==> src/design/sswcr_pkg.sv <==
// package of constants for the software style control register bank
package sswcr_pkg;

  localparam int          ADDR_W            = 8;
  localparam logic [7:0]  OFF_STYLE         = 8'h00;
  localparam logic [7:0]  OFF_STYLE_ALIAS   = 8'h04;
  localparam logic [7:0]  OFF_RUN_CTRL      = 8'h08;
  localparam logic [7:0]  OFF_INIT_ADDR_UP  = 8'h0C;
  localparam logic [7:0]  OFF_IRQ_STATUS    = 8'h10;
  localparam logic [7:0]  OFF_IRQ_MASK      = 8'h14;

  localparam int          STYLE_LSB         = 0;
  localparam int          STYLE_W           = 8;
  localparam int          WIDTH_FLAG_BIT    = 8;
  localparam int          PAR_EN_BIT        = 10;

  localparam int          RUN_STOP_BIT      = 0;
  localparam int          RUN_SUSPEND_BIT   = 1;
  localparam int          RUN_IO_DWORD_MODE_BIT      = 2;
  localparam int          INIT_HI_W         = 8;

  localparam int          IRQ_W             = 3;
  localparam int          IRQ_DATA_PERR     = 0;
  localparam int          IRQ_WRITE_REFUSED = 1;
  localparam int          IRQ_RSVD_STYLE    = 2;

  localparam logic [7:0]  STYLE_RESET       = 8'h00;
  localparam logic [7:0]  STYLE_LEGACY16    = 8'h00;
  localparam logic [7:0]  STYLE_RSVD01      = 8'h01;
  localparam logic [7:0]  STYLE_32_SINGLE   = 8'h02;
  localparam logic [7:0]  STYLE_32_BURST    = 8'h03;
  localparam logic [2:0]  RUN_CTRL_RESET    = 3'h1;
  localparam logic [7:0]  INIT_HI_RESET     = 8'h00;
  localparam logic [2:0]  IRQ_MASK_RESET    = 3'h0;

endpackage

==> src/design/sswcr_top.sv <==
// software style control register bank with wishbone slave and parity handling
//
// Added by the designer: the register addresses and the Wishbone interface to the registers.
`timescale 1ns/100ps
module sswcr_top
  import sswcr_pkg::*;
(
  input  wire logic                       clk,
  input  wire logic                       reset_n,
  input  wire logic                       soft_reset,
  input  wire logic                       wb_cyc_i,
  input  wire logic                       wb_stb_i,
  input  wire logic                       wb_we_i,
  input  wire logic [sswcr_pkg::ADDR_W-1:0] wb_adr_i,
  input  wire logic [3:0]                 wb_sel_i,
  input  wire logic [31:0]                wb_dat_i,
  output logic      [31:0]                wb_dat_o,
  output logic                            wb_ack_o,
  input  wire logic                       mst_req,
  input  wire logic [31:0]                mst_ptr,
  output logic      [31:0]                mst_addr,
  output logic                            mst_addr_valid,
  output logic                            mst_upper_oe,
  input  wire logic                       data_parity_err,
  input  wire logic                       data_parity_as_target,
  input  wire logic                       addr_parity_err,
  output logic                            buffer_parity_error_flag,
  output logic                            parity_err_report,
  output logic                            structure_width_flag,
  output logic                            desc_burst_enable,
  output logic                            io_dword_mode,
  output logic                            irq
);

  import sswcr_pkg::*;

  logic [STYLE_W-1:0]   style_reg;
  logic                 par_en_reg;
  logic                 width_flag_reg;
  logic                 burst_reg;
  logic                 stop_reg;
  logic                 suspend_reg;
  logic                 io_dword_mode_reg;
  logic [INIT_HI_W-1:0] init_hi_reg;
  logic [IRQ_W-1:0]     irq_status_reg;
  logic [IRQ_W-1:0]     irq_mask_reg;
  logic [IRQ_W-1:0]     irq_event;
  logic [31:0]          rd_data_next;
  logic                 req;
  logic                 wr;
  logic                 halted;
  logic                 sel_style;
  logic                 wr_style;
  logic                 wr_refused;
  logic                 width_next;
  logic                 burst_next;
  logic                 style_rsvd;
  logic [STYLE_W-1:0]   style_next;

  // one request per handshake; ack drops the cycle after it was given
  assign req    = wb_cyc_i && wb_stb_i && !wb_ack_o;
  assign wr     = req && wb_we_i;
  assign halted = stop_reg || suspend_reg;

  // both locations reach the same storage
  assign sel_style = (wb_adr_i == OFF_STYLE) || (wb_adr_i == OFF_STYLE_ALIAS);
  assign wr_style  = wr && sel_style && halted;
  assign wr_refused = wr && sel_style && !halted && (wb_sel_i[0] || wb_sel_i[1]);

  assign style_next = (wr_style && wb_sel_i[0]) ? wb_dat_i[STYLE_W-1:0] : style_reg;

  sswcr_style_decode u_decode
  (
    .software_layout_select (style_next),
    .structure_width_flag   (width_next),
    .desc_burst_enable      (burst_next),
    .style_reserved         (style_rsvd)
  );

  sswcr_addr_gen u_addr
  (
    .clk                     (clk),
    .reset_n                 (reset_n),
    .mst_req                 (mst_req),
    .mst_ptr                 (mst_ptr),
    .width_flag              (structure_width_flag),  // registered output flag, one cycle behind the width flag that software reads
    .init_block_address_high (init_hi_reg),
    .mst_addr                (mst_addr),
    .mst_addr_valid          (mst_addr_valid),
    .mst_upper_oe            (mst_upper_oe)
  );

  // style field: only hardware reset clears it, soft reset leaves it
  always_ff @(posedge clk or negedge reset_n)
  begin
    if (!reset_n)
    begin
      style_reg <= STYLE_RESET;
    end
    else if (wr_style && wb_sel_i[0])
    begin
      style_reg <= wb_dat_i[STYLE_W-1:0];
    end
  end

  // derived width flag and burst mode follow the style, never written directly
  always_ff @(posedge clk or negedge reset_n)
  begin
    if (!reset_n)
    begin
      width_flag_reg <= 1'b0;
      burst_reg      <= 1'b0;
    end
    else
    begin
      width_flag_reg <= width_next;
      burst_reg      <= burst_next;
    end
  end

  // parity enable
  always_ff @(posedge clk or negedge reset_n)
  begin
    if (!reset_n)
    begin
      par_en_reg <= 1'b0;
    end
    else if (wr_style && wb_sel_i[1])
    begin
      par_en_reg <= wb_dat_i[PAR_EN_BIT];
    end
  end

  // run control: stop, suspend and io width; soft reset forces stop
  always_ff @(posedge clk or negedge reset_n)
  begin
    if (!reset_n)
    begin
      {io_dword_mode_reg, suspend_reg, stop_reg} <= RUN_CTRL_RESET;
    end
    else if (wr && wb_adr_i == OFF_RUN_CTRL && wb_sel_i[0])
    begin
      stop_reg    <= wb_dat_i[RUN_STOP_BIT] || soft_reset;
      suspend_reg <= wb_dat_i[RUN_SUSPEND_BIT];
      io_dword_mode_reg    <= wb_dat_i[RUN_IO_DWORD_MODE_BIT];
    end
    else if (soft_reset)
    begin
      stop_reg <= 1'b1;
    end
  end

  // upper init block address bits
  always_ff @(posedge clk or negedge reset_n)
  begin
    if (!reset_n)
    begin
      init_hi_reg <= INIT_HI_RESET;
    end
    else if (wr && wb_adr_i == OFF_INIT_ADDR_UP && wb_sel_i[0])
    begin
      init_hi_reg <= wb_dat_i[INIT_HI_W-1:0];
    end
  end

  // interrupt events
  always_comb
  begin
    irq_event                    = '0;
    irq_event[IRQ_DATA_PERR]     = data_parity_err && !data_parity_as_target;
    irq_event[IRQ_WRITE_REFUSED] = wr_refused;
    // parity enable with a 16-bit style cannot carry the descriptor bit
    irq_event[IRQ_RSVD_STYLE]    = wr_style && (style_rsvd ||
                                   (wb_sel_i[1] && wb_dat_i[PAR_EN_BIT] && !width_next));
  end

  // sticky status, write one to clear; a new event wins over the clear
  always_ff @(posedge clk or negedge reset_n)
  begin
    if (!reset_n)
    begin
      irq_status_reg <= '0;
    end
    else if (wr && wb_adr_i == OFF_IRQ_STATUS && wb_sel_i[0])
    begin
      irq_status_reg <= (irq_status_reg & ~wb_dat_i[IRQ_W-1:0]) | irq_event;
    end
    else
    begin
      irq_status_reg <= irq_status_reg | irq_event;
    end
  end

  always_ff @(posedge clk or negedge reset_n)
  begin
    if (!reset_n)
    begin
      irq_mask_reg <= IRQ_MASK_RESET;
    end
    else if (wr && wb_adr_i == OFF_IRQ_MASK && wb_sel_i[0])
    begin
      irq_mask_reg <= wb_dat_i[IRQ_W-1:0];
    end
  end

  always_ff @(posedge clk or negedge reset_n)
  begin
    if (!reset_n)
    begin
      irq <= 1'b0;
    end
    else
    begin
      irq <= |(irq_status_reg & irq_mask_reg);
    end
  end

  // parity handling toward descriptors and the error reporter
  always_ff @(posedge clk or negedge reset_n)
  begin
    if (!reset_n)
    begin
      buffer_parity_error_flag <= 1'b0;
      parity_err_report        <= 1'b0;
    end
    else
    begin
      buffer_parity_error_flag <= par_en_reg && data_parity_err && !data_parity_as_target;
      // reporting is the same whether or not the enable is set
      parity_err_report        <= addr_parity_err || data_parity_err;
    end
  end

  // mode outputs
  always_ff @(posedge clk or negedge reset_n)
  begin
    if (!reset_n)
    begin
      structure_width_flag <= 1'b0;
      desc_burst_enable    <= 1'b0;
      io_dword_mode        <= 1'b0;
    end
    else
    begin
      structure_width_flag <= width_flag_reg;
      desc_burst_enable    <= burst_reg;
      io_dword_mode        <= io_dword_mode_reg;  // io width ignores the style
    end
  end

  // read mux; reserved bits read as zero
  always_comb
  begin
    rd_data_next = 32'h0000_0000;
    if (sel_style)
    begin
      rd_data_next[PAR_EN_BIT]     = par_en_reg;
      rd_data_next[WIDTH_FLAG_BIT] = width_flag_reg;
      if (halted)
      begin
        rd_data_next[STYLE_W-1:0] = style_reg;
      end
    end
    else if (wb_adr_i == OFF_RUN_CTRL)
    begin
      rd_data_next[RUN_STOP_BIT]    = stop_reg;
      rd_data_next[RUN_SUSPEND_BIT] = suspend_reg;
      rd_data_next[RUN_IO_DWORD_MODE_BIT]    = io_dword_mode_reg;
    end
    else if (wb_adr_i == OFF_INIT_ADDR_UP)
    begin
      rd_data_next[INIT_HI_W-1:0] = init_hi_reg;
    end
    else if (wb_adr_i == OFF_IRQ_STATUS)
    begin
      rd_data_next[IRQ_W-1:0] = irq_status_reg;
    end
    else if (wb_adr_i == OFF_IRQ_MASK)
    begin
      rd_data_next[IRQ_W-1:0] = irq_mask_reg;
    end
  end

  // bus answer: one cycle after the request, unmapped addresses ack with zero
  always_ff @(posedge clk or negedge reset_n)
  begin
    if (!reset_n)
    begin
      wb_ack_o <= 1'b0;
      wb_dat_o <= 32'h0000_0000;
    end
    else
    begin
      wb_ack_o <= req;
      if (req && !wb_we_i)
      begin
        wb_dat_o <= rd_data_next;
      end
    end
  end

endmodule

==> src/design/sswcr_style_decode.sv <==
// decode of the software layout select into structure width and burst mode
`timescale 1ns/100ps
module sswcr_style_decode
  import sswcr_pkg::*;
(
  input  wire logic [STYLE_W-1:0] software_layout_select,
  output logic                    structure_width_flag,
  output logic                    desc_burst_enable,
  output logic                    style_reserved
);

  always_comb
  begin
    structure_width_flag = 1'b1;
    desc_burst_enable    = 1'b0;
    style_reserved       = 1'b0;
    unique case (software_layout_select)
      STYLE_LEGACY16:
      begin
        structure_width_flag = 1'b0;
      end
      STYLE_32_SINGLE:
      begin
        desc_burst_enable = 1'b0;
      end
      STYLE_32_BURST:
      begin
        desc_burst_enable = 1'b1;
      end
      default:
      begin
        // 01h and the other unlisted codes read back as 32-bit; they are kept and all marked reserved
        style_reserved = 1'b1;
      end
    endcase
  end

endmodule

==> src/design/sswcr_addr_gen.sv <==
// master address former: merges init upper bits for 16-bit structures
`timescale 1ns/100ps
module sswcr_addr_gen
  import sswcr_pkg::*;
(
  input  wire logic                 clk,
  input  wire logic                 reset_n,
  input  wire logic                 mst_req,
  input  wire logic [31:0]          mst_ptr,
  input  wire logic                 width_flag,
  input  wire logic [INIT_HI_W-1:0] init_block_address_high,
  output logic [31:0]               mst_addr,
  output logic                      mst_addr_valid,
  output logic                      mst_upper_oe
);

  always_ff @(posedge clk or negedge reset_n)
  begin
    if (!reset_n)
    begin
      mst_addr <= 32'h0000_0000;
    end
    else if (mst_req)
    begin
      if (width_flag)
      begin
        mst_addr <= mst_ptr;
      end
      else
      begin
        mst_addr <= {init_block_address_high, mst_ptr[23:0]};
      end
    end
  end

  always_ff @(posedge clk or negedge reset_n)
  begin
    if (!reset_n)
    begin
      mst_addr_valid <= 1'b0;
      mst_upper_oe   <= 1'b0;
    end
    else
    begin
      mst_addr_valid <= mst_req;
      mst_upper_oe   <= mst_req;  // independent of width flag
    end
  end

endmodule

==> config.mk <==
export PLATFORM = sky130hd
export DESIGN_NAME = sswcr_top
export DESIGN_NICKNAME = d
export VERILOG_FILES = /design/src/design/sswcr_pkg.sv /design/src/design/sswcr_top.sv /design/src/design/sswcr_style_decode.sv /design/src/design/sswcr_addr_gen.sv
export SDC_FILE = /design/constraint.sdc
export NUM_CORES = 1
export LEC_CHECK = 0
export ABC_AREA = 1
export BUFFER_PORTS_ARGS = -buffer_cell sky130_fd_sc_hd__buf_2
export CAP_MARGIN = 20
export CORE_MARGIN = 2
export CORE_UTILIZATION = 29
export DETAILED_ROUTE_END_ITERATION = 7
export GPL_TIMING_DRIVEN = 0
export REMOVE_ABC_BUFFERS = 1
export SLEW_MARGIN = 0
export SYNTH_ARGS = -nofsm -noshare
export SYNTH_HDL_FRONTEND = slang
export SYNTH_SLANG_ARGS = --single-unit
export TNS_END_PERCENT = 10
==> constraint.sdc <==
create_clock -name clk -period 2.5 [get_ports clk]
set_clock_uncertainty 0.05 [all_clocks]
set_input_delay 0.25 -clock clk [delete_from_list [all_inputs] [get_ports clk]]
set_output_delay 0.25 -clock clk [all_outputs]
set_load 0.05 [all_outputs]
==> Yosys cells after proc, flatten, opt, wreduce, memory -nomap -nowiden <==
Index checks and enable logic that the tools add are counted.
{ "word_totals": {"regBits": 78, "inputBits": 86, "output_inout_bits": 73, "wordCells": 89} }
{ "op_classes": {"n_eq_ne": 7, "muxes": 18, "bitwise_logic": 5, "reduce_logical": 39} }
{ "ops": {"columns": ["op", "count"], "rows": [
  ["2-to-1 mux 32 bit", 1],
  ["logical AND 1 bit", 24],
  ["2-to-1 mux 8 bit", 3],
  ["== test 8 x 2 -> 1 bit (second input constant)", 2],
  ["== test 8 x 4 -> 1 bit (second input constant)", 2],
  ["== test 8 x 5 -> 1 bit (second input constant)", 2],
  ["logical NOT 8 bit", 2],
  ["2-to-1 mux 3 bit", 5],
  ["2-to-1 mux 5 bit", 2],
  ["== test 8 x 3 -> 1 bit (second input constant)", 1],
  ["2-to-1 mux 1 bit", 7],
  ["bitwise AND 3 bit", 2],
  ["logical OR 1 bit", 6],
  ["OR 3 bit", 2],
  ["OR reduction 3 bit", 2],
  ["logical NOT 1 bit", 4],
  ["NOT 3 bit", 1],
  ["nonzero test 2 bit", 1]
]} }

==> Logic depth before layout (Yosys ltp) <==
{ "depth": {"ltp_word": 14, "mapped_depth": 14, "mapped_depth_nobuf": 13} }

==> Modules after synthesis <==
Synthesis repeated with hierarchy kept, for this count alone.
{ "hier_totals": {"cells_unflattened": 446, "area_unflattened_um2": 3701.0} }
{ "modules_own_cells": {"columns": ["module", "instances", "cells_each", "area_each_um2", "seq_area_each_um2"], "rows": [
  ["sswcr_top", 1, 261, 2222.1, 1127.3],
  ["sswcr_addr_gen", 1, 172, 1408.9, 825.8],
  ["sswcr_style_decode", 1, 13, 70.1, 0.0]
]} }

==> Worst setup path before layout <==
OpenSTA, ideal clock, no wires.
{ "synth_timing": {"path_type": "flip-flop to flip-flop", "startpoint": "register wb_ack_o", "endpoint": "register irq_status_reg[2]", "setup_ns": 0.121, "arrival_ns": 1.728, "required_ns": 2.329, "setup_slack_ns": 0.602, "stages_incl_launch_ff": 14, "path_buffers": 1, "synth_period_minus_slack_ns": 1.898, "path_cell_list": "dfrtp_1 -> inv_1 -> nand3_2 -> nor2_8 -> nand4_4 -> buf_6 -> nand2_2 -> o21ai_1 -> nor2_1 -> nand3_1 -> nor2_1 -> nand2_1 -> nand2_1 -> nand2_1"} }
{ "synth_via": {"elab_chain_len": 14, "word_cells_on_any_way": 20, "cone_classes": "eq/ne: 2; mux: 3; bitwise: 2; reduce/logical: 13"} }
{ "synth_lines": {"columns": ["item", "line", "text"], "rows": [
  ["start, declared", "sswcr_top.sv:18", "output logic wb_ack_o,"],
  ["start signal, assigned", "sswcr_top.sv:294", "wb_ack_o <= req;"],
  ["logical NOT 1 bit *", "sswcr_top.sv:61", "assign req = wb_cyc_i && wb_stb_i && !wb_ack_o;"],
  ["logical AND 1 bit *", "sswcr_top.sv:61", null],
  ["logical AND 1 bit *", "sswcr_top.sv:62", "assign wr = req && wb_we_i;"],
  ["logical AND 1 bit * (2 in a row)", "sswcr_top.sv:67", "assign wr_style = wr && sel_style && halted;"],
  ["logical AND 1 bit *", "sswcr_top.sv:70", "assign style_next = (wr_style && wb_sel_i[0]) ? wb_dat_i[STYLE_W-1:0] : style_reg;"],
  ["2-to-1 mux 8 bit *", null, null],
  ["net style_next[7]", "sswcr_top.sv:58", "logic [STYLE_W-1:0] style_next;"],
  ["== test 8 x 2 -> 1 bit or logical NOT 8 bit (tied branches)", "sswcr_style_decode.sv:17", "unique case (software_layout_select)"],
  ["OR reduction 3 bit (no line)", null, null],
  ["2-to-1 mux 1 bit", "sswcr_style_decode.sv:17", null],
  ["logical OR 1 bit *", "sswcr_top.sv:173", "irq_event[IRQ_RSVD_STYLE] = wr_style && (style_rsvd ||"],
  ["logical AND 1 bit *", "sswcr_top.sv:173", null],
  ["OR 3 bit, on equally long branches", "sswcr_top.sv:190, sswcr_top.sv:186", null],
  ["2-to-1 mux 3 bit *", "sswcr_top.sv:184", "else if (wr && wb_adr_i == OFF_IRQ_STATUS && wb_sel_i[0])"],
  ["end signal, assigned", "sswcr_top.sv:186", "irq_status_reg <= (irq_status_reg & ~wb_dat_i[IRQ_W-1:0]) | irq_event;"],
  ["end signal, assigned", "sswcr_top.sv:190", "irq_status_reg <= irq_status_reg | irq_event;"],
  ["end, declared", "sswcr_top.sv:45", "logic [IRQ_W-1:0] irq_status_reg;"]
]} }
The timed path passes the listed nets; every way through them passes the cells marked *.
A chain may end at the register's enable or synchronous reset.

==> Worst setup path after layout <==
{ "layout_timing": {"startpoint": "register wb_ack_o", "endpoint": "register wb_dat_o[0]"} }
{ "layout_via": {"elab_chain_len": 3} }
{ "layout_lines": {"columns": ["item", "line", "text"], "rows": [
  ["logical NOT 1 bit", "sswcr_top.sv:61", null],
  ["logical AND 1 bit", "sswcr_top.sv:61", null],
  ["logical AND 1 bit", "sswcr_top.sv:295", "if (req && !wb_we_i)"],
  ["end signal, assigned", "sswcr_top.sv:297", "wb_dat_o <= rd_data_next;"],
  ["end, declared", "sswcr_top.sv:17", "output logic [31:0] wb_dat_o,"]
]} }
No other way between the ends.

==> impl_results.md <==
* Pwr per Cell Area at 720 mW/mm^2
* CTS Root Buffer Type: clkbuf_16
* Clock share of power at 39.9%
* Final Cycle Share at 89.6%
* DP Wirelength at 6430 um
* Critical path start-end classification: register to register
* Combinational family with the most area after synthesis: simple AND/OR/NAND/NOR gates
* Yosys cell types at 35
* Cell leakage power at 2.33 nW
* Sw frac at 29.8%
* Largest Register: u_addr.mst_addr
* Post-synthesis simple-gate area fraction at 19.8%
* Die width at 116 um
* Max-cap violations at 0
* Worst Path Arrival at 2.38 ns
* Logic pwr share at 18.5%
* WL/cell at 12.8 um
* Xor/xnor share of the synthesized area at 0%
* Synth Area in Compound Gates at 7.85%
* Post-synthesis sequential area ratio at 54.0%
* Synth Cell Area at 0.00362 mm^2
* DRT iter0 DRCs at 138
* EDFF count, synth at 0
* Area delta synth->final at 26.3%
* Largest net degree at the start of global routing at 47
* Type of the worst min-delay path: primary input to register
* Biggest regs: u_addr.mst_addr: 32 flops, wb_dat_o: 10 flops
* Ys flop type: dfrtp_1
* DR vias/cell at 4.30
* DRC viols at 0
* Global route total overflow at 0
* Register area at 0.00195 mm^2
* Worst Setup Start Kind: register
* Post-DRT Antenna Nets at 0
* Total core area at 0.0121 mm^2
* Worst-Margin Slew at 0.953 ns
* CTS clk-pin slew, worst paths at 0.06 ns
* Vias in the first global route at 2792
* Relative slew margins at 36.2%
* Final WL at 8390 um
* WHS at 0.0398 ns
* Post-CTS setup buffer count at 0
* Total CTS buffers at 9
* Adder-cell area share of the yosys netlist at 0%
* Final Hold Fails at 0
* Synth Register Bits at 78
* NetSw at 0.000980 W
* Fmax achieved at 0.447 GHz
* Tot GR Track Use at 13.1%
* Post-Syn Instances at 371
* DRT Pass-1 Iters at 4
* Slew Limit Fails at 0
* Final worst path period need at 2.24 ns
* Die Height at 116 um
* H-tree depth at 3
* Syn avg cell area at 9.75 um^2
* Status: complete, no violations
* Ys async rst share at 100%
* Maximum clock insertion buffer count at 2
* # diodes at 0
* Port Buffers at 111
* CP Capture Type: register
* Rows at 40
* R2r setup slk at 0.26 ns
* VDD IR max at 0.267 mV
* CTS tree: yes
* Required time of the critical path at 2.64 ns
* Vias at 2821
* Number of synthesis warnings at 0
* RePlAce Congestion at 0.878
* Share of cells above drive strength 1 at 35.5%
* Layout Nets at 569
* Post-synthesis mux area share at 7.79%
* Io pins at 159
* Die area at 0.0134 mm^2
* Clk_lat worst skew at 0.33 ns
* Part of the power in registers at 41.6%
* Footprint of the multi-input gates at 0.00136 mm^2
* Crit path max fanout at 15
* Global-route wire length before repair at 13500 um
* Setup TNS at 0 ns
* Fillcell total at 1240
* RSZ-0062 raised after global routing: false
* Initial antenna violation count at 0
* Clock sinks at 78
* Int Power at 0.00231 W
* Max reg flops at 32
* Initial Util at 29.9%
* Setup violations, final at 0
==> cells in the final DEF, fill, tap and decap left out, drive strengths merged <==
cell         instances
nor2                33
clkinvlp             1
nand2               84
dfstp                1
o221ai               2
conb                22
nand4                5
dfrtp               77
nor3                 3
or2                  1
a41oi                2
a21oi                6
nand3b               1
clkbuf              13
clkinv               1
a31oi               10
a221oi               1
nor4                 1
buf                112
dlygate4sd3          1
inv                 38
bufinv               1
o21ai               28
mux2                25
nand3               19
==> cell type report <==
type                       count  share of cell area, %
sequential                    78                   42.8
multi-input combinational    243                   29.8
timing repair buffer         113                   13.0
clock buffer                  13                   5.70
tap                          168                   4.60
inverter                      38                   3.12
clock inverter                 3                  0.932
==> routing by layer <==
metal | vias to the layer above | global-route usage, % | wire, um
met4 | 0 | 5.79 | 169
met1 | 1302 | 15.8 | 3520
met5 | - | 0 | 0
met2 | 113 | 21.7 | 3950
met3 | 12 | 4.24 | 745
li1 | 1394 | - | -
==> kinds of logic (layout without fill, tap and decap cells) <==
kind of cell | after synthesis | count (layout)
AO/OA/AOI/OAI | 49 | 49
buffers and inverters | 71 | 167
flip-flops | 78 | 78
multiplexers | 25 | 25
other | 1 | 22
AND/OR/NAND/NOR | 147 | 147
==> worst paths after layout <==
| path | startpoint | endpoint | cells past startpoint |
|---|---|---|---|
| setup / recovery | wb_ack_o$_DFF_PN0_ | wb_dat_o[0]$_DFFE_PN0P_ | 6 |
| min in group asynchronous | reset_n | u_addr.mst_addr[13]$_DFFE_PN0P_ | 2 |
| max in group asynchronous | reset_n | stop_reg$_DFFE_PN1P_ | 3 |
| hold reg to reg | burst_reg$_DFF_PN0_ | desc_burst_enable$_DFF_PN0_ | 0 |
| hold / removal | data_parity_as_target | buffer_parity_error_flag$_DFF_PN0_ | 2 |
| setup reg to reg | wb_ack_o$_DFF_PN0_ | wb_dat_o[0]$_DFFE_PN0P_ | 6 |
==> cell usage after synthesis, drive strengths merged (2+ instances only) <==
cell     n  area (um^2)
nand4    5         46.3
o21ai   28          148
a41oi    2         17.5
buf     27          214
dfrtp   77         1930
o221ai   2         17.5
nand2   84          333
nor3     3         15.0
a31oi   10         62.6
nor2    33          181
mux2    25          282
a21oi    6         30.0
inv     38          143
nand3   19          113
clkbuf   6         22.5
==> worst max-delay path, stage by stage (launching register included) <==
cell	delay [ns]
dfrtp_1	0.38
inv_1	0.06
nand3_2	0.13
nor2_1	0.76
inv_1	0.36
a31oi_1	0.26
a21oi_1	0.09
==> power by group through the flow <==
| stage | Sequential [W] | Clock (W) | Combinational (W) |
|---|---|---|---|
| 2_1_floorplan | 0.00164 | 0 | 0.000171 |
| 3_3_place_gp | 0.00139 | 0 | 0.000600 |
| 3_5_place_dp | 0.00139 | 0 | 0.000612 |
| 4_1_cts | 0.00137 | 0.00136 | 0.000614 |
| 5_1_grt | 0.00138 | 0.00142 | 0.000648 |
| 6_report | 0.00137 | 0.00131 | 0.000608 |
==> per-stage QoR <==
stage	area, um^2	util [%]	worst slack [ns]	power [W]	instances
3_3_place_gp	4220	34.9	0.290	0.00199	638
2_1_floorplan	3460	-	0.489	0.00181	359
6_report	4570	37.7	0.261	0.00329	656
4_1_cts	4570	37.7	0.262	0.00335	656
5_1_grt	4570	37.7	0.0372	0.00345	656
3_5_place_dp	4250	35.1	0.291	0.00200	639
==> timing repair <==
| item | in CTS | in global routing |
|---|---|---|
| gates resized for setup | 0 | 0 |
| endpoints found under the hold margin | 32 | 0 |
| hold buffers | 1 | 0 |
| endpoints found under the setup margin | 0 | 0 |
Note: power is estimated with default switching activity, not from simulation.
